## config.mk

```make
export PLATFORM = sky130hd
export DESIGN_NAME = uis_irq_shadow
export DESIGN_NICKNAME = d
export VERILOG_FILES = /design/src/core/uis_irq_shadow.v
export VERILOG_INCLUDE_DIRS = /design/src /design/src/core
export SDC_FILE = /design/constraint.sdc
export NUM_CORES = 1
export LEC_CHECK = 0
export BUFFER_PORTS_ARGS = -buffer_cell sky130_fd_sc_hd__buf_2
export CORE_MARGIN = 4
export CORE_UTILIZATION = 40
export DETAILED_ROUTE_END_ITERATION = 6
export PLACE_DENSITY = 0.67
export SLEW_MARGIN = 20
export SYNTH_ARGS = -nofsm -noshare
export SYNTH_HDL_FRONTEND = slang
export SYNTH_SLANG_ARGS = --single-unit
export TNS_END_PERCENT = 30
```

## constraint.sdc

```tcl
create_clock -name mclk -period 2.6 [get_ports mclk]
set_clock_uncertainty 0.1 [all_clocks]
set_input_delay 0 -clock mclk [delete_from_list [all_inputs] [get_ports mclk]]
set_output_delay 0 -clock mclk [all_outputs]
set_load 0.01 [all_outputs]
```

## src/core/uis_consts.vh

```
/*
 * Constants for the UART interrupt and shadow register block: register
 * offsets, field positions, interrupt codes, reset values and timing.
 * Assumes inclusion by bare name from the design file.
 */
`ifndef UIS_CONSTS_VH
`define UIS_CONSTS_VH

// Register byte offsets (one 32-bit word each)
`define UIS_OFS_RBR_THR      12'h000
`define UIS_OFS_IER          12'h004
`define UIS_OFS_IIR_FCR      12'h008
`define UIS_OFS_LSR          12'h014
`define UIS_OFS_SRBR_LO      12'h030
`define UIS_OFS_SRBR_HI      12'h06C
`define UIS_OFS_SFE          12'h098
`define UIS_OFS_SRT          12'h09C
`define UIS_OFS_STET         12'h0A0
`define UIS_OFS_EVT_STAT     12'h0C0
`define UIS_OFS_EVT_CLR      12'h0C4
`define UIS_OFS_EVT_EN       12'h0C8
`define UIS_OFS_TX_LEVEL     12'h0CC

// Enable register fields
`define UIS_IER_RDA          0
`define UIS_IER_TX_HOLDING_EMPTY         1
`define UIS_IER_RLS          2
`define UIS_IER_PTHRE        7

// FIFO control fields
`define UIS_FCR_FIFO_EN      0
`define UIS_FCR_TET_LO       4
`define UIS_FCR_TET_HI       5
`define UIS_FCR_RT_LO        6
`define UIS_FCR_RT_HI        7

// Line status fields
`define UIS_LSR_DR           0
`define UIS_LSR_OE           1
`define UIS_LSR_PE           2
`define UIS_LSR_FE           3
`define UIS_LSR_BI           4
`define UIS_LSR_TX_HOLDING_EMPTY         5
`define UIS_LSR_TEMT         6

// Interrupt identification codes
`define UIS_ID_NONE          4'h1
`define UIS_ID_RLS           4'h6
`define UIS_ID_RDA           4'h4
`define UIS_ID_CTO           4'hC
`define UIS_ID_TX_HOLDING_EMPTY          4'h2

// Transmit threshold codes and levels
`define UIS_TET_EMPTY        2'h0
`define UIS_TET_TWO          2'h1
`define UIS_TET_QUARTER      2'h2
`define UIS_TET_HALF         2'h3
`define UIS_FIFO_DEPTH       5'h10
`define UIS_LVL_TWO          5'h02
`define UIS_LVL_QUARTER      5'h04
`define UIS_LVL_HALF         5'h08

// Receive trigger levels
`define UIS_RT_ONE           5'h01
`define UIS_RT_QUARTER       5'h04
`define UIS_RT_HALF          5'h08
`define UIS_RT_FULL2         5'h0E

// Character timeout: four character times in bit times
`define UIS_CTO_CHARS        4
`define UIS_BIT_CLKS         16

// Reset values
`define UIS_RST_IER          8'h00
`define UIS_RST_FCR          8'h00
`define UIS_RST_EVT_EN       5'h00

// Event bit positions in status, clear and enable registers
`define UIS_EVT_RLS          0
`define UIS_EVT_RDA          1
`define UIS_EVT_CTO          2
`define UIS_EVT_TX_HOLDING_EMPTY         3
`define UIS_EVT_ANY          4
`define UIS_EVT_W            5

`endif

```

## src/core/uis_irq_shadow.v

```verilog
/*
 * UART interrupt generation, prioritisation and identification, with the
 * programmable transmit-empty threshold mode and the shadow register
 * aliases. Registers sit on an APB slave in the mclk domain.
 * Assumes the serial datapath (FIFOs, framing, baud) is outside: it reports
 * FIFO levels, push/pop strobes, error strobes and a baud tick, and takes
 * the one-cycle read/write strobes that this block produces.
 */
`default_nettype none

`include "uis_consts.vh"

// Behaviour
// - Interrupt output high while any enabled source is active.
// - Identification low nibble gives top pending code; 0001 when none.
// - Line errors give code 0110 first; line status read clears it.
// - Data available gives 0100; trigger level in FIFO mode, else one char.
// - FIFO mode timeout gives 1100 after four idle character times.
// - Transmit empty gives 0010; threshold compare in threshold mode.
// - Transmit empty cleared by identification read returning 0010, holding write, or refill in threshold mode.
// - Threshold from FIFO control bits 5..4: empty, two, quarter, half.
// - In threshold mode line status bit 5 shows transmit FIFO full.
// - FIFOs disabled forces threshold mode off.
// - Otherwise interrupt and status bit 5 show holding register empty.
// - Shadow receive range reads all return the receive buffer.
// - Shadow transmit range writes all go to the holding register.
// - Shadow FIFO enable touches only FIFO control bit 0.
// - Shadow receive trigger touches only FIFO control bits 7..6.
// - Shadow transmit trigger touches only FIFO control bits 5..4.
module uis_irq_shadow (
	input  wire        mclk,          // Block clock, 100 MHz
	input  wire        rst_n,         // Synchronous reset, active low
	input  wire        psel,          // APB select
	input  wire        penable,       // APB access phase
	input  wire        pwrite,        // APB direction, high for write
	input  wire [11:0] paddr,         // APB byte address
	input  wire [31:0] pwdata,        // APB write data
	output reg  [31:0] prdata,        // APB read data
	output reg         pready,        // APB ready
	output reg         pslverr,       // APB error, unmapped address
	input  wire [7:0]  rx_data,       // Receive buffer head character
	input  wire [4:0]  rx_level,      // Receive FIFO fill, 0..16
	input  wire [4:0]  tx_level,      // Transmit FIFO fill, 0..16
	input  wire        rx_push,       // Character entered receive FIFO
	input  wire        rx_pop,        // Character left receive FIFO
	input  wire        rx_overrun,    // Overrun strobe
	input  wire        rx_parity_err, // Parity error strobe
	input  wire        rx_frame_err,  // Framing error strobe
	input  wire        rx_break,      // Break detected strobe
	input  wire        tx_idle,       // Transmit shifter idle
	input  wire        baud_tick,     // One baud clock (1/16 bit)
	input  wire [3:0]  char_bits,     // Bits per character incl. start/stop
	output reg         rx_read_stb,   // Pop receive buffer
	output reg         tx_write_stb,  // Push transmit holding register
	output reg  [7:0]  tx_data,       // Character for transmit holding
	output reg  [7:0]  fifo_control_q,// FIFO control for the datapath
	output reg         irq            // Interrupt, active high level
);

	// ****************************************************************
	// Address decode
	// ****************************************************************
	reg  [7:0]  irq_enable_reg_q;
	reg         rls_q;
	reg         tx_holding_empty_q;
	reg         cto_q;
	reg  [11:0] cto_cnt_q;
	reg  [`UIS_EVT_W-1:0] evt_stat_q;
	reg  [`UIS_EVT_W-1:0] evt_en_q;
	reg         tx_holding_empty_cond_q;

	function is_srbr;
		input [11:0] a;
		begin
			is_srbr = (a >= `UIS_OFS_SRBR_LO) && (a <= `UIS_OFS_SRBR_HI) && (a[1:0] == 2'b00);
		end
	endfunction

	function mapped;
		input [11:0] a;
		begin
			if (a == `UIS_OFS_RBR_THR)
				mapped = 1'b1;
			else if (a == `UIS_OFS_IER || a == `UIS_OFS_IIR_FCR || a == `UIS_OFS_LSR)
				mapped = 1'b1;
			else if (is_srbr(a))
				mapped = 1'b1;
			else if (a == `UIS_OFS_SFE || a == `UIS_OFS_SRT || a == `UIS_OFS_STET)
				mapped = 1'b1;
			else if (a == `UIS_OFS_EVT_STAT || a == `UIS_OFS_EVT_CLR)
				mapped = 1'b1;
			else if (a == `UIS_OFS_EVT_EN || a == `UIS_OFS_TX_LEVEL)
				mapped = 1'b1;
			else
				mapped = 1'b0;
		end
	endfunction

	// Access completes one cycle into the access phase: pready registered once
	wire acc    = psel && penable && !pready;
	wire ok     = acc && mapped(paddr);
	wire wr     = ok && pwrite;
	wire rd     = ok && !pwrite;
	wire rx_hit = (paddr == `UIS_OFS_RBR_THR) || is_srbr(paddr);
	wire rbr_rd = rd && rx_hit;
	wire thr_wr = wr && rx_hit;
	wire iir_rd = rd && (paddr == `UIS_OFS_IIR_FCR);
	wire lsr_rd = rd && (paddr == `UIS_OFS_LSR);

	// ****************************************************************
	// Mode and threshold
	// ****************************************************************
	wire       fifo_on  = fifo_control_q[`UIS_FCR_FIFO_EN];
	wire       pmode    = irq_enable_reg_q[`UIS_IER_PTHRE] && fifo_on;
	wire [1:0] tet      = fifo_control_q[`UIS_FCR_TET_HI:`UIS_FCR_TET_LO];
	reg  [4:0] tx_thr;
	reg  [4:0] rx_trig;

	always @* begin
		case (tet)
		`UIS_TET_TWO:     tx_thr = `UIS_LVL_TWO;
		`UIS_TET_QUARTER: tx_thr = `UIS_LVL_QUARTER;
		`UIS_TET_HALF:    tx_thr = `UIS_LVL_HALF;
		default:          tx_thr = 5'h00;
		endcase
		case (fifo_control_q[`UIS_FCR_RT_HI:`UIS_FCR_RT_LO])
		2'h1:    rx_trig = `UIS_RT_QUARTER;
		2'h2:    rx_trig = `UIS_RT_HALF;
		2'h3:    rx_trig = `UIS_RT_FULL2;
		default: rx_trig = `UIS_RT_ONE;
		endcase
	end

	wire tx_full  = (tx_level == `UIS_FIFO_DEPTH);
	wire tx_empty = (tx_level == 5'h00);
	// Threshold mode compares level; normal mode wants fully empty
	wire tx_holding_empty_cond = pmode ? (tx_level <= tx_thr) : tx_empty;
	wire lsr_b5    = pmode ? tx_full : tx_empty;

	// ****************************************************************
	// Interrupt sources
	// ****************************************************************
	wire err_evt  = rx_overrun || rx_parity_err || rx_frame_err || rx_break;
	wire rda_act  = fifo_on ? (rx_level >= rx_trig) : (rx_level != 5'h00);
	wire rls_en   = irq_enable_reg_q[`UIS_IER_RLS] && rls_q;
	wire rda_en   = irq_enable_reg_q[`UIS_IER_RDA] && rda_act;
	wire cto_en   = irq_enable_reg_q[`UIS_IER_RDA] && cto_q;
	wire tx_holding_empty_en  = irq_enable_reg_q[`UIS_IER_TX_HOLDING_EMPTY] && tx_holding_empty_q;
	// Four character times of sixteen ticks a bit: char_bits times 64
	wire [11:0] cto_lim = {2'b00, char_bits, 6'h00};

	reg [3:0] id_d;
	always @* begin
		if (rls_en)
			id_d = `UIS_ID_RLS;
		else if (rda_en)
			id_d = `UIS_ID_RDA;
		else if (cto_en)
			id_d = `UIS_ID_CTO;
		else if (tx_holding_empty_en)
			id_d = `UIS_ID_TX_HOLDING_EMPTY;
		else
			id_d = `UIS_ID_NONE;
	end

	wire [`UIS_EVT_W-1:0] evt_now = {rls_en | rda_en | cto_en | tx_holding_empty_en,
	                                 tx_holding_empty_en, cto_en, rda_en, rls_en};
	wire evt_clr_wr = wr && (paddr == `UIS_OFS_EVT_CLR);

	// ****************************************************************
	// Sticky event status
	// ****************************************************************
	genvar g;
	generate
		for (g = 0; g < `UIS_EVT_W; g = g + 1) begin : g_evt
			always @(posedge mclk) begin
				if (!rst_n)
					evt_stat_q[g] <= 1'b0;
				else if (evt_now[g])
					evt_stat_q[g] <= 1'b1;          // Set wins over clear
				else if (evt_clr_wr && pwdata[g])
					evt_stat_q[g] <= 1'b0;
			end
		end
	endgenerate

	// ****************************************************************
	// Source state
	// ****************************************************************
	always @(posedge mclk) begin
		if (!rst_n) begin
			rls_q     <= 1'b0;
			tx_holding_empty_q    <= 1'b0;
			cto_q     <= 1'b0;
			cto_cnt_q <= 12'h000;
			tx_holding_empty_cond_q <= 1'b0;
		end else begin
			tx_holding_empty_cond_q <= tx_holding_empty_cond;
			// New error in the read cycle wins over the clear
			if (err_evt)
				rls_q <= 1'b1;
			else if (lsr_rd)
				rls_q <= 1'b0;
			// Transmit empty: rising condition sets, listed events clear
			if (thr_wr || (pmode && !tx_holding_empty_cond))
				tx_holding_empty_q <= 1'b0;
			else if (iir_rd && id_d == `UIS_ID_TX_HOLDING_EMPTY)
				tx_holding_empty_q <= 1'b0;
			// Edge set: a cleared indication stays clear until the condition returns
			else if (tx_holding_empty_cond && !tx_holding_empty_cond_q)
				tx_holding_empty_q <= 1'b1;
			if (!fifo_on || rx_level == 5'h00 || rx_push || rx_pop) begin
				cto_cnt_q <= 12'h000;
				if (!fifo_on || rx_level == 5'h00 || rbr_rd || rx_pop)
					cto_q <= 1'b0;
			end else if (rbr_rd) begin
				cto_q <= 1'b0;
			end else if (baud_tick) begin
				if (cto_cnt_q >= cto_lim - 12'h001)
					cto_q <= 1'b1;
				else
					cto_cnt_q <= cto_cnt_q + 12'h001;
			end
		end
	end

	// ****************************************************************
	// Registers and APB
	// ****************************************************************
	always @(posedge mclk) begin
		if (!rst_n) begin
			irq_enable_reg_q <= `UIS_RST_IER;
			fifo_control_q   <= `UIS_RST_FCR;
			evt_en_q         <= `UIS_RST_EVT_EN;
			prdata           <= 32'h0000_0000;
			pready           <= 1'b0;
			pslverr          <= 1'b0;
			rx_read_stb      <= 1'b0;
			tx_write_stb     <= 1'b0;
			tx_data          <= 8'h00;
			irq              <= 1'b0;
		end else begin
			pready       <= acc;
			pslverr      <= acc && !mapped(paddr);
			rx_read_stb  <= rbr_rd;
			tx_write_stb <= thr_wr;
			if (thr_wr)
				tx_data <= pwdata[7:0];
			irq <= (id_d != `UIS_ID_NONE) ||
			       |(evt_stat_q & evt_en_q);
			if (wr) begin
				if (paddr == `UIS_OFS_IER)
					irq_enable_reg_q <= pwdata[7:0];
				else if (paddr == `UIS_OFS_IIR_FCR)
					fifo_control_q <= pwdata[7:0];
				else if (paddr == `UIS_OFS_SFE)
					fifo_control_q[`UIS_FCR_FIFO_EN] <= pwdata[0];
				else if (paddr == `UIS_OFS_SRT)
					fifo_control_q[`UIS_FCR_RT_HI:`UIS_FCR_RT_LO] <= pwdata[1:0];
				else if (paddr == `UIS_OFS_STET)
					fifo_control_q[`UIS_FCR_TET_HI:`UIS_FCR_TET_LO] <= pwdata[1:0];
				else if (paddr == `UIS_OFS_EVT_EN)
					evt_en_q <= pwdata[`UIS_EVT_W-1:0];
			end
			prdata <= 32'h0000_0000;
			if (rd) begin
				if (rx_hit)
					prdata <= {24'h000000, rx_data};
				else if (paddr == `UIS_OFS_IER)
					prdata <= {24'h000000, irq_enable_reg_q};
				else if (paddr == `UIS_OFS_IIR_FCR)
					prdata <= {24'h000000, fifo_on, fifo_on, 2'b00, id_d};
				else if (paddr == `UIS_OFS_LSR)
					prdata <= {24'h000000, 1'b0, tx_empty && tx_idle, lsr_b5,
					           rls_q, 3'b000, rx_level != 5'h00};
				else if (paddr == `UIS_OFS_SFE)
					prdata <= {31'h00000000, fifo_on};
				else if (paddr == `UIS_OFS_SRT)
					prdata <= {30'h00000000, fifo_control_q[`UIS_FCR_RT_HI:`UIS_FCR_RT_LO]};
				else if (paddr == `UIS_OFS_STET)
					prdata <= {30'h00000000, tet};
				else if (paddr == `UIS_OFS_EVT_STAT)
					prdata <= {27'h0000000, evt_stat_q};
				else if (paddr == `UIS_OFS_EVT_EN)
					prdata <= {27'h0000000, evt_en_q};
				else if (paddr == `UIS_OFS_TX_LEVEL)
					prdata <= {27'h0000000, tx_level};
			end
		end
	end

endmodule

`default_nettype wire

```

==> results by group, run 1 <==
Synth
  • Syn. warnings: 0
  • Yosys reg bits: 63
  • Netlist cell types: 56
  • Ys flop type: dfxtp_1
  • Top post-synthesis cells by area: dfxtp_1 (35%), mux2i_1 (7.1%), nor2_1 (5.9%), ha_1 (5.2%), buf_4 (4.9%)
  • Synth Cell Area: 0.00364 mm^2
  • Count leader, synth: dfxtp_1
  • Asr flop ratio synth: 0%
  • Number of synthesized flops with an enable pin: 0
  • Area leader, netlist: dfxtp_1
  • Yosys top cell area share: 34.6%
  • Post-synth top cells: dfxtp_1 (63), nor2_1 (57), nand2_1 (43)
  • Syn avg cell area: 8.24 um^2
  • Register area share after synthesis: 34.6%
  • Mapped Cells: 442

STA
  • Fmax: 402 MHz
  • Min cycle time layout: 2.49 ns
  • Min Hold Slack: 0.0372 ns
  • Worst setup margin: 0.112 ns
  • RSZ-0062 raised after global routing: yes
  • Actual slew at the worst max-slew pin: 0.655 ns
  • Fin. max-slew vios: 0
  • Period utilization: 95.7%
  • Final hold viol count: 0
  • Final setup violating endpoints: 0
  • Relative slew slack: 55.9%

Power
  • PwrDens: 458 mW/mm^2
  • LEAKAGE: 2.03 nW
  • VDD IR-drop max: 0.278 mV

Setup path
  • Worst Setup Start Kind: register
  • CP max FO: 8
  • Crit end category: register
  • Crit Path Category: reg2reg
  • Critical path arrival: 2.68 ns
  • CP required: 2.79 ns

Floorplanning
  • Core Box Area: 0.00881 mm^2
  • Die W: 103 um
  • DIE HEIGHT: 103 um
  • Die area: 0.0107 mm^2
  • Boundary Pins: 132
  • Row cnt: 34
  • Effective utilization at floorplan: 41.4%

Clocking
  • Post CTS Setup Buffer Count: 0
  • Num CTS Buffers: 9
  • Clock-pin slew on the worst setup and hold paths: 0.07 ns
  • CTS Root Cell: clkbuf_8
  • Clock Latency Late Sink: 0.34 ns
  • CTS Buffer Depth: 2
  • CTS tree: yes
  • CTS Sinks: 63
  • H-tree Lvls: 3

Global routing
  • Vias in the first global route: 3,410
  • Total GRT Usage: 19.6%
  • Initial antenna violation count: 0
  • Congestion Overflow GR: 0
  • First-pass GRT wire length: 16,300 um
  • Pin count of the biggest net entering global routing: 22

Route
  • Post-Route WL: 10,500 um
  • Residual DRC: 0
  • Total number of vias: 3,615
  • Drt pass-1 iters: 4
  • Via density: 5.39
  • DRT iter0 DRCs: 154
  • Wire per inst: 15.6 um
  • Antenna viol nets, final: 0

Final layout
  • Layout cells sized above 1: 24.5%
  • Ant. Diodes: 0
  • Synth-to-Final Area Change: 27.2%
  • Fillers: 846
  • Final Non-Filler Cells: 671
  • Final #Nets: 652

Placement
  • HPWL Detailed: 8010 um
  • Gp weighted congestion: 0.911
  • Port Buffers: 83
  • Place WS: 0.0219 ns
  • Placed cells: 631

Hold path
  • Hold Path Class: in2reg

Job
  • Max-cap viol count: 0

Status
  • Status: finished, final reports clean
==> critical path: stages (launching register included) <==
cell,delay [ns]
dfxtp_1,0.36
ha_1,0.22
or3_1,0.35
a41o_1,0.22
a221oi_2,0.28
nand3_2,0.16
buf_4,0.19
or4_1,0.46
nand2_1,0.08
==> state kept, by name (all words and copies together) (netlist names) <==
register,cells
cto_cnt_q,12
fifo_control_q,8
irq_enable_reg_q,8
prdata,8
tx_data,8
evt_en_q,5
evt_stat_q,5
cto_q,1
irq,1
pready,1
pslverr,1
rls_q,1
rx_read_stb,1
tx_holding_empty_cond_q,1
tx_holding_empty_q,1
tx_write_stb,1
==> cell families (layout without fill, tap and decap cells) <==
family          Yosys count  in the layout  share of synthesized area [%]
fa+ha+maj                15             15                           5.15
compound gates           80             80                           15.0
flops                    63             63                           34.6
xor+xnor                  7              7                           1.68
other cells               1             24                          0.103
mux                      31             31                           8.69
buf+inv                  54            152                           8.24
simple gates            191            191                           26.5
==> stage by stage <==
step,instance area [um^2],TNS [ns],total power (W),utilization [%]
2_1_floorplan,3730,0,0.00111,-
3_3_place_gp,4160,0,0.00117,47.2
3_5_place_dp,4160,0,0.00117,47.2
4_1_cts,4620,0,0.00214,52.5
5_1_grt,4630,-0.0283,0.00221,52.6
6_report,4630,0,0.00212,52.6
==> cells in the final DEF (no fill, tap or decap), types with 3 or more instances in the layout <==
cell type,count
or2_2,4
nor4_1,8
mux2i_1,26
inv_1,10
dlygate4sd3_1,24
dfxtp_1,63
buf_4,19
nand2_1,43
xor2_1,4
and3_1,6
or3_1,7
conb_1,24
ha_1,15
nand3_1,13
nor2b_1,9
clkinvlp_4,3
and2_1,4
buf_2,83
nand2b_1,5
nor2_1,57
nor3_1,8
a22oi_1,9
a211oi_1,4
o211ai_1,3
clkbuf_8,9
xnor2_1,3
a31oi_1,7
o21ai_0,11
a21oi_1,21
a311oi_1,5
nand4_1,5
or4_1,6
mux2_2,5
==> routing by layer <==
layer | global-route usage, % | up-vias | share of wire (%) | routed length, um
met1 | 24.5 | 1685 | 43 | 4510
met2 | 33.1 | 134 | 48 | 5060
met4 | 6.27 | 0 | 1.7 | 179
met3 | 5.03 | 17 | 7.2 | 753
met5 | 0 | - | 0 | 0
li1 | - | 1779 | - | -
==> timing repair <==
action	CTS	global route
setup endpoints to repair	0	6
resized for setup	0	3
hold endpoints to repair	55	0
hold buffers	24	0
==> worst paths after layout <==
kind                                    from                 endpoint  slack, ns  depth (start not counted)
worst min register to register         cto_q                    cto_q       0.39                          1
worst min-delay path             tx_level[0]  tx_holding_empty_cond_q       0.04                          4
worst max register to register  cto_cnt_q[8]             cto_cnt_q[4]       0.11                          8
worst max-delay path            cto_cnt_q[8]             cto_cnt_q[4]       0.11                          8
==> final cells by class <==
type	instances	area [um^2]	area share [%]
Multi-Input combinational cell	348	2180	47.1
Sequential cell	63	1260	27.2
Timing Repair Buffer	126	798	17.2
Tap cell	108	135	2.92
Clock buffer	9	124	2.67
Clock inverter	7	96.3	2.08
Inverter	10	37.5	0.810
==> report_power, final <==
part	internal (W)	total (W)	switching, W
logic	0.0000930	0.000213	0.000120
registers	0.000967	0.000968	0.00000127
clock network	0.000540	0.000943	0.000402
total	0.00160	0.00212	0.000524
No activity file was read; power rests on OpenSTA's default activity.
==> run 2, diff against run 1 <==
- CORE_UTILIZATION: 40 -> 50
- PLACE_DENSITY: 0.67 -> 0.81
==> run 2 against run 1 <==
Routed wire length grew 1.4%. Core utilization increased by 14 points. Sequential power about the same. Die area decreased by 19%. Non-clock buffer count grew 2. Total power fell by 5.9%. Sequential share of layout area up 0.23 points. Via count grew 2.8%. Worst setup slack got worse by 0.031 ns. Critical endpoint unchanged. Highest routed layer unchanged.
==> results by group, run 2 (synthesized netlist as in run 1, its figures left out) <==
Floorplanning
  • Boundary Pins: 132 (unchanged)
  • DIE HEIGHT: 93.4 um (was 103 um)
  • Die area: 0.00872 mm^2 (was 0.0107 mm^2)
  • Row cnt: 30 (was 34)
  • Effective utilization at floorplan: 52.5% (was 41.4%)
  • Core Box Area: 0.00694 mm^2 (was 0.00881 mm^2)
  • Die W: 93.4 um (was 103 um)

Setup path
  • CP required: 2.79 ns (about the same)
  • Worst r2r dst: cto_cnt_q[4] (unchanged)
  • R2R setup slack: 0.08 ns (was 0.11 ns)
  • Worst Setup Start Kind: register (unchanged)
  • Critical path arrival: 2.71 ns (was 2.68 ns)
  • RR Startpoint: cto_cnt_q[8] (unchanged)
  • Worst r2r path cells: 8 (unchanged)
  • Crit end category: register (unchanged)
  • CP max FO: 8 (unchanged)
  • Crit Path Category: reg2reg (unchanged)

Job
  • Max-cap viol count: 0 (unchanged)

STA
  • Period utilization: 96.9% (was 95.7%)
  • Actual slew at the worst max-slew pin: 0.641 ns (was 0.655 ns)
  • Min cycle time layout: 2.52 ns (was 2.49 ns)
  • Final setup violating endpoints: 0 (unchanged)
  • Fmax: 397 MHz (was 402 MHz)
  • Min Hold Slack: 0.0367 ns (was 0.0372 ns)
  • Final hold viol count: 0 (unchanged)
  • Fin. max-slew vios: 0 (unchanged)
  • Relative slew slack: 57.2% (was 55.9%)

Power
  • Flop pwr share: 48.4% (was 45.6%)
  • Clock share of power: 40.7% (was 44.4%)
  • P_int: 0.00150 W (was 0.00160 W)
  • VDD IR-drop max: 0.347 mV (was 0.278 mV)
  • Combinational Power Share: 10.8% (was 10.0%)
  • Overall power: 0.00200 W (was 0.00212 W)
  • PwrDens: 435 mW/mm^2 (was 458 mW/mm^2)
  • Psw: 0.000502 W (was 0.000524 W)
  • Sw frac: 25.1% (was 24.6%)
  • LEAKAGE: 2.04 nW (was 2.03 nW)

Route
  • WL met2: 5290 um (was 5060 um)
  • Total number of vias: 3,716 (was 3,615)
  • DRT met1 WL: 4230 um (was 4510 um)
  • DR top layer: met4 (unchanged)
  • Wire per inst: 16.1 um (was 15.6 um)
  • Residual DRC: 0 (unchanged)
  • Via density: 5.63 (was 5.39)
  • DRT iter0 DRCs: 276 (was 154)
  • Routed met3 length: 828 um (was 753 um)
  • Drt pass-1 iters: 5 (was 4)
  • Antenna viol nets, final: 0 (unchanged)
  • Post-Route WL: 10,600 um (was 10,500 um)

Clocking
  • CTS Root Cell: clkbuf_8 (unchanged)
  • CTS Sinks: 63 (unchanged)
  • CTS Buffer Depth: 2 (unchanged)
  • H-tree Lvls: 3 (unchanged)
  • Clock Latency Late Sink: 0.34 ns (about the same)
  • Clock-pin slew on the worst setup and hold paths: 0.07 ns (about the same)
  • Num CTS Buffers: 9 (unchanged)
  • CTS tree: yes (unchanged)

Final layout
  • Final #Nets: 654 (was 652)
  • Register with the most flip-flops: cto_cnt_q (unchanged)
  • Fillers: 586 (was 846)
  • Layout cells sized above 1: 24.3% (was 24.5%)
  • Max reg flops: 12 (unchanged)
  • Synth-to-Final Area Change: 26.2% (was 27.2%)
  • Commonest non-fill, non-tap cell in the layout: buf_2 (unchanged)
  • Ant. Diodes: 0 (unchanged)
  • Commonest cells after routing, fill and taps aside: buf_2 (83), dfxtp_1 (62), nor2_1 (57), nand2_1 (43), mux2i_1 (26) (was buf_2 (83), dfxtp_1 (63), nor2_1 (57), nand2_1 (43), mux2i_1 (26))

Placement
  • Gp weighted congestion: 0.974 (was 0.911)
  • Port Buffers: 83 (unchanged)
  • HPWL Detailed: 7880 um (was 8010 um)

Hold path
  • Hold Path Sink: tx_holding_empty_cond_q (unchanged)
  • Hold_sp: tx_level[0] (unchanged)
  • Hold Path Class: in2reg (unchanged)
  • Hold Path Depth: 4 (unchanged)

Global routing
  • Pin count of the biggest net entering global routing: 23 (was 22)
  • Vias in the first global route: 3,620 (was 3,410)
  • First-pass GRT wire length: 16,800 um (was 16,300 um)
  • Initial antenna violation count: 0 (unchanged)
  • Congestion Overflow GR: 0 (unchanged)
  • Total GRT Usage: 24.3% (was 19.6%)

Status
  • Status: finished, final reports clean (unchanged)
run 2: cell count changes in the layout (fill, tap and decap cells not counted), sizes merged:
cell | previous run | this run
inv | 11 | 10
clkinvlp | 3 | 1
dlygate4sd3 | 24 | 25
buf | 102 | 103
clkinv | 1 | 2
clkbuf | 9 | 11
bufinv | 2 | 1
run 2: final cells by class:
type,instances,area (um^2),area share [%]
Multi-Input combinational cell,348,2180,47.5
Sequential cell,63,1260,27.4
Timing Repair Buffer,128,816,17.7
Clock buffer,11,131,2.86
Tap cell,96,120,2.61
Clock inverter,4,47.5,1.03
Inverter,10,37.5,0.816
run 2: metrics by stage:
step / utilization (%) / std cells / setup TNS [ns] / setup slack [ns] / cell area [um^2]
2_1_floorplan: - / 465 / 0 / 0.180 / 3730
3_3_place_gp: 59.6 / 618 / 0 / 0.0303 / 4140
3_5_place_dp: 59.6 / 618 / -0.391 / -0.155 / 4140
4_1_cts: 65.8 / 658 / 0 / 0.00299 / 4570
5_1_grt: 66.2 / 660 / -0.00764 / -0.00764 / 4600
6_report: 66.2 / 660 / 0 / 0.0801 / 4600
run 2: worst max-delay path by stage:
stage            startpoint            end  slack (ns)  depth (start not counted)
6_report       cto_cnt_q[8]   cto_cnt_q[4]        0.08                          8
5_1_grt        cto_cnt_q[8]  cto_cnt_q[11]      -0.008                          7
4_1_cts        cto_cnt_q[8]  cto_cnt_q[11]       0.003                          7
3_5_place_dp   char_bits[0]  cto_cnt_q[11]       -0.15                         11
3_3_place_gp   char_bits[0]  cto_cnt_q[11]        0.03                         11
2_1_floorplan  cto_cnt_q[7]   cto_cnt_q[3]        0.18                          8
run 2: repair_timing:
item                                    4_1_cts  5_1_grt
hold buffers                                 25        0
resized for setup                             0        4
setup buffers                                 0        2
endpoints found under the setup margin        0        5
endpoints found under the hold margin        49        0
run 2: critical path, cell delays in order (launching register included):
cell and delay, ns:
dfxtp_1 0.35, ha_1 0.24, or3_1 0.35, a41o_1 0.22
a221oi_2 0.28, nand3_2 0.20, buf_4 0.19, or4_1 0.46
nand2_1 0.08
run 2: power groups by stage:
stage	registers [W]	logic [W]	clock network, W
3_5_place_dp	0.000991	0.000182	0
6_report	0.000969	0.000217	0.000814
5_1_grt	0.000969	0.000238	0.000866
3_3_place_gp	0.000991	0.000176	0
2_1_floorplan	0.000991	0.000122	0
4_1_cts	0.000969	0.000210	0.000812
run 2: layer usage:
metal	up-vias	global-route usage, %
met5	-	0
met1	1731	29.0
met2	167	41.3
met3	33	6.76
met4	0	9.04
li1	1785	-
==> run 3, diff against run 2 <==
- PLACE_DENSITY: 0.81 -> 0.84
==> run 3 against run 2 <==
Sequential share of layout area up 0.11 points. Critical endpoint unchanged. Worst hold slack worse by 0.011 ns. First-iteration DRC count up 6.9%. Highest routed layer unchanged. Cell count down 0.15%.
==> results by group, run 3 (synthesized netlist as in run 1, its figures left out) <==
Placement
  • Port Buffers: 83 (unchanged)
  • Place WS: -0.0259 ns (was -0.155 ns)
  • Gp weighted congestion: 0.996 (was 0.974)
  • Placed cells: 618 (unchanged)
  • HPWL Detailed: 7830 um (was 7880 um)

Route
  • Drt pass-1 iters: 5 (unchanged)
  • Post-Route WL: 10,500 um (was 10,600 um)
  • Wire per inst: 15.9 um (was 16.1 um)
  • Residual DRC: 0 (unchanged)
  • Total number of vias: 3,732 (was 3,716)
  • DRT iter0 DRCs: 295 (was 276)
  • Via density: 5.66 (was 5.63)
  • Antenna viol nets, final: 0 (unchanged)

Setup path
  • Critical path destination: cto_cnt_q[4] (unchanged)
  • Crit path largest cell delay: 0.46 ns (about the same)
  • Crit path from: cto_cnt_q[7] (was cto_cnt_q[8])
  • Critical path cell sequence: ha_1, or3_1, a41o_1, a221oi_2, nand3_2, buf_6, or4_1, nand2_1 (was ha_1, or3_1, a41o_1, a221oi_2, nand3_2, buf_4, or4_1, nand2_1)
  • Worst Setup Start Kind: register (unchanged)
  • R2R setup slack: 0.1 ns (was 0.08 ns)
  • Crit end category: register (unchanged)
  • Worst r2r dst: cto_cnt_q[4] (unchanged)
  • CP required: 2.78 ns (was 2.79 ns)
  • Critical path arrival: 2.68 ns (was 2.71 ns)
  • RR Startpoint: cto_cnt_q[7] (was cto_cnt_q[8])
  • Slowest CP cell: or4_1 (unchanged)
  • Crit Path Category: reg2reg (unchanged)
  • Worst r2r path cells: 8 (unchanged)
  • CP max FO: 11 (was 8)

Power
  • Flop pwr share: 49.5% (was 48.4%)
  • VDD IR-drop max: 0.398 mV (was 0.347 mV)
  • Sw frac: 26.6% (was 25.1%)
  • PwrDens: 427 mW/mm^2 (was 435 mW/mm^2)
  • LEAKAGE: 2.03 nW (was 2.04 nW)
  • Clock share of power: 39.6% (was 40.7%)
  • Psw: 0.000521 W (was 0.000502 W)
  • P_int: 0.00143 W (was 0.00150 W)
  • Combinational Power Share: 10.9% (was 10.8%)
  • Overall power: 0.00196 W (was 0.00200 W)

STA
  • Min cycle time layout: 2.50 ns (was 2.52 ns)
  • Period utilization: 96.2% (was 96.9%)
  • Relative slew slack: 63.5% (was 57.2%)
  • Fmax: 400 MHz (was 397 MHz)
  • Actual slew at the worst max-slew pin: 0.542 ns (was 0.641 ns)
  • Fin. max-slew vios: 0 (unchanged)
  • Final setup violating endpoints: 0 (unchanged)
  • Worst setup margin: 0.0980 ns (was 0.0801 ns)
  • Final hold viol count: 0 (unchanged)

Global routing
  • First-pass GRT wire length: 16,800 um (about the same)
  • Total GRT Usage: 24.2% (was 24.3%)
  • Initial antenna violation count: 0 (unchanged)
  • Congestion Overflow GR: 0 (unchanged)
  • Pin count of the biggest net entering global routing: 29 (was 23)
  • Vias in the first global route: 3,597 (was 3,620)

Final layout
  • Fillers: 563 (was 586)
  • Register with the most flip-flops: cto_cnt_q (unchanged)
  • Synth-to-Final Area Change: 25.7% (was 26.2%)
  • Register area: 0.00126 mm^2 (unchanged)
  • Commonest cells after routing, fill and taps aside: buf_2 (83), dfxtp_1 (62), nor2_1 (57), nand2_1 (43), mux2i_1 (26) (unchanged)
  • Layout cells sized above 1: 24.5% (was 24.3%)
  • Ant. Diodes: 0 (unchanged)
  • Commonest non-fill, non-tap cell in the layout: buf_2 (unchanged)
  • Final Non-Filler Cells: 659 (was 660)
  • Area of the multi-input gates: 0.00218 mm^2 (about the same)
  • Final #Nets: 652 (was 654)
  • Max reg flops: 12 (unchanged)

Floorplanning
  • Row cnt: 30 (unchanged)
  • Core Box Area: 0.00694 mm^2 (unchanged)
  • Die area: 0.00872 mm^2 (unchanged)
  • Boundary Pins: 132 (unchanged)
  • Die W: 93.4 um (unchanged)
  • Effective utilization at floorplan: 52.5% (unchanged)
  • DIE HEIGHT: 93.4 um (unchanged)

Clocking
  • Clock Latency Late Sink: 0.34 ns (about the same)
  • CTS Sinks: 63 (unchanged)
  • CTS Root Cell: clkbuf_8 (unchanged)
  • CTS tree: yes (unchanged)
  • CTS Buffer Depth: 2 (unchanged)
  • Clock-pin slew on the worst setup and hold paths: 0.07 ns (about the same)
  • Num CTS Buffers: 9 (unchanged)
  • H-tree Lvls: 3 (unchanged)

Status
  • Status: finished, final reports clean (unchanged)

Job
  • Max-cap viol count: 0 (unchanged)

Hold path
  • Hold Path Class: in2reg (unchanged)
[run 3: changes by cell type in the layout (fill, tap and decap cells not counted), sizes merged]
cell and delta:
inv +2, buf -1, bufinv -1, clkbuf -1, clkinv +1, dlygate4sd3 -1
[run 3: critical path: cells and delay by family, from the launching register on]
kind,cells,cell delay (ns)
DFF,1,0.35
and+or+nand+nor,4,1.07
AOI/OAI and AO/OA,2,0.55
buffers and inverters,1,0.17
adders and majority gates,1,0.21
[run 3: how the worst min path moves through the flow]
stage	from	to	slack [ns]	depth (start not counted)
finish	rx_pop	cto_q	0.03	4
detailed placement	tx_level[4]	tx_holding_empty_cond_q	0.17	2
floorplan	tx_level[4]	tx_holding_empty_cond_q	-0.02	1
CTS	tx_level[0]	tx_holding_empty_cond_q	0.008	4
global route	tx_level[0]	tx_holding_empty_cond_q	0.03	4
global placement	rx_data[4]	prdata[4]	0.16	3
[run 3: layer usage]
layer	part of all wire [%]	vias up	track usage [%]
li1	-	1776	-
met4	2.5	0	8.79
met3	8.6	29	6.19
met2	49	200	42.0
met1	40	1727	28.8
met5	0	-	0
[run 3: stage by stage]
step                      hold slack [ns]  setup TNS, ns  util (%)  area, um^2
after floorplan                   -0.0233              0         -        3730
after global placement              0.162              0      59.6        4140
after detailed placement            0.172        -0.0259      59.6        4140
after CTS                         0.00837              0      65.7        4560
after global routing               0.0300        -0.0164      66.0        4580
final                              0.0261              0      66.0        4580
[run 3: repair_timing]
action | 4_1_cts | 5_1_grt
hold buffers | 24 | 0
endpoints found under the setup margin | 0 | 7
buffers inserted | 0 | 1
hold endpoints to repair | 49 | 0
resized for setup | 0 | 4
[run 3: power by group through the flow]
| stage | combinational, W | clock, W | sequential, W |
|---|---|---|---|
| finish | 0.000213 | 0.000774 | 0.000969 |
| floorplan | 0.000122 | 0 | 0.000991 |
| global route | 0.000233 | 0.000832 | 0.000968 |
| CTS | 0.000207 | 0.000793 | 0.000968 |
| global placement | 0.000175 | 0 | 0.000991 |
| detailed placement | 0.000181 | 0 | 0.000991 |
[run 3: layout make-up]
cell class / count / share of cell area, %
Multi-Input combinational cell: 348 / 47.5
Sequential cell: 63 / 27.6
Timing Repair Buffer: 126 / 17.5
Clock buffer: 10 / 3.00
Tap cell: 96 / 2.62
Clock inverter: 6 / 0.956
Inverter: 10 / 0.819
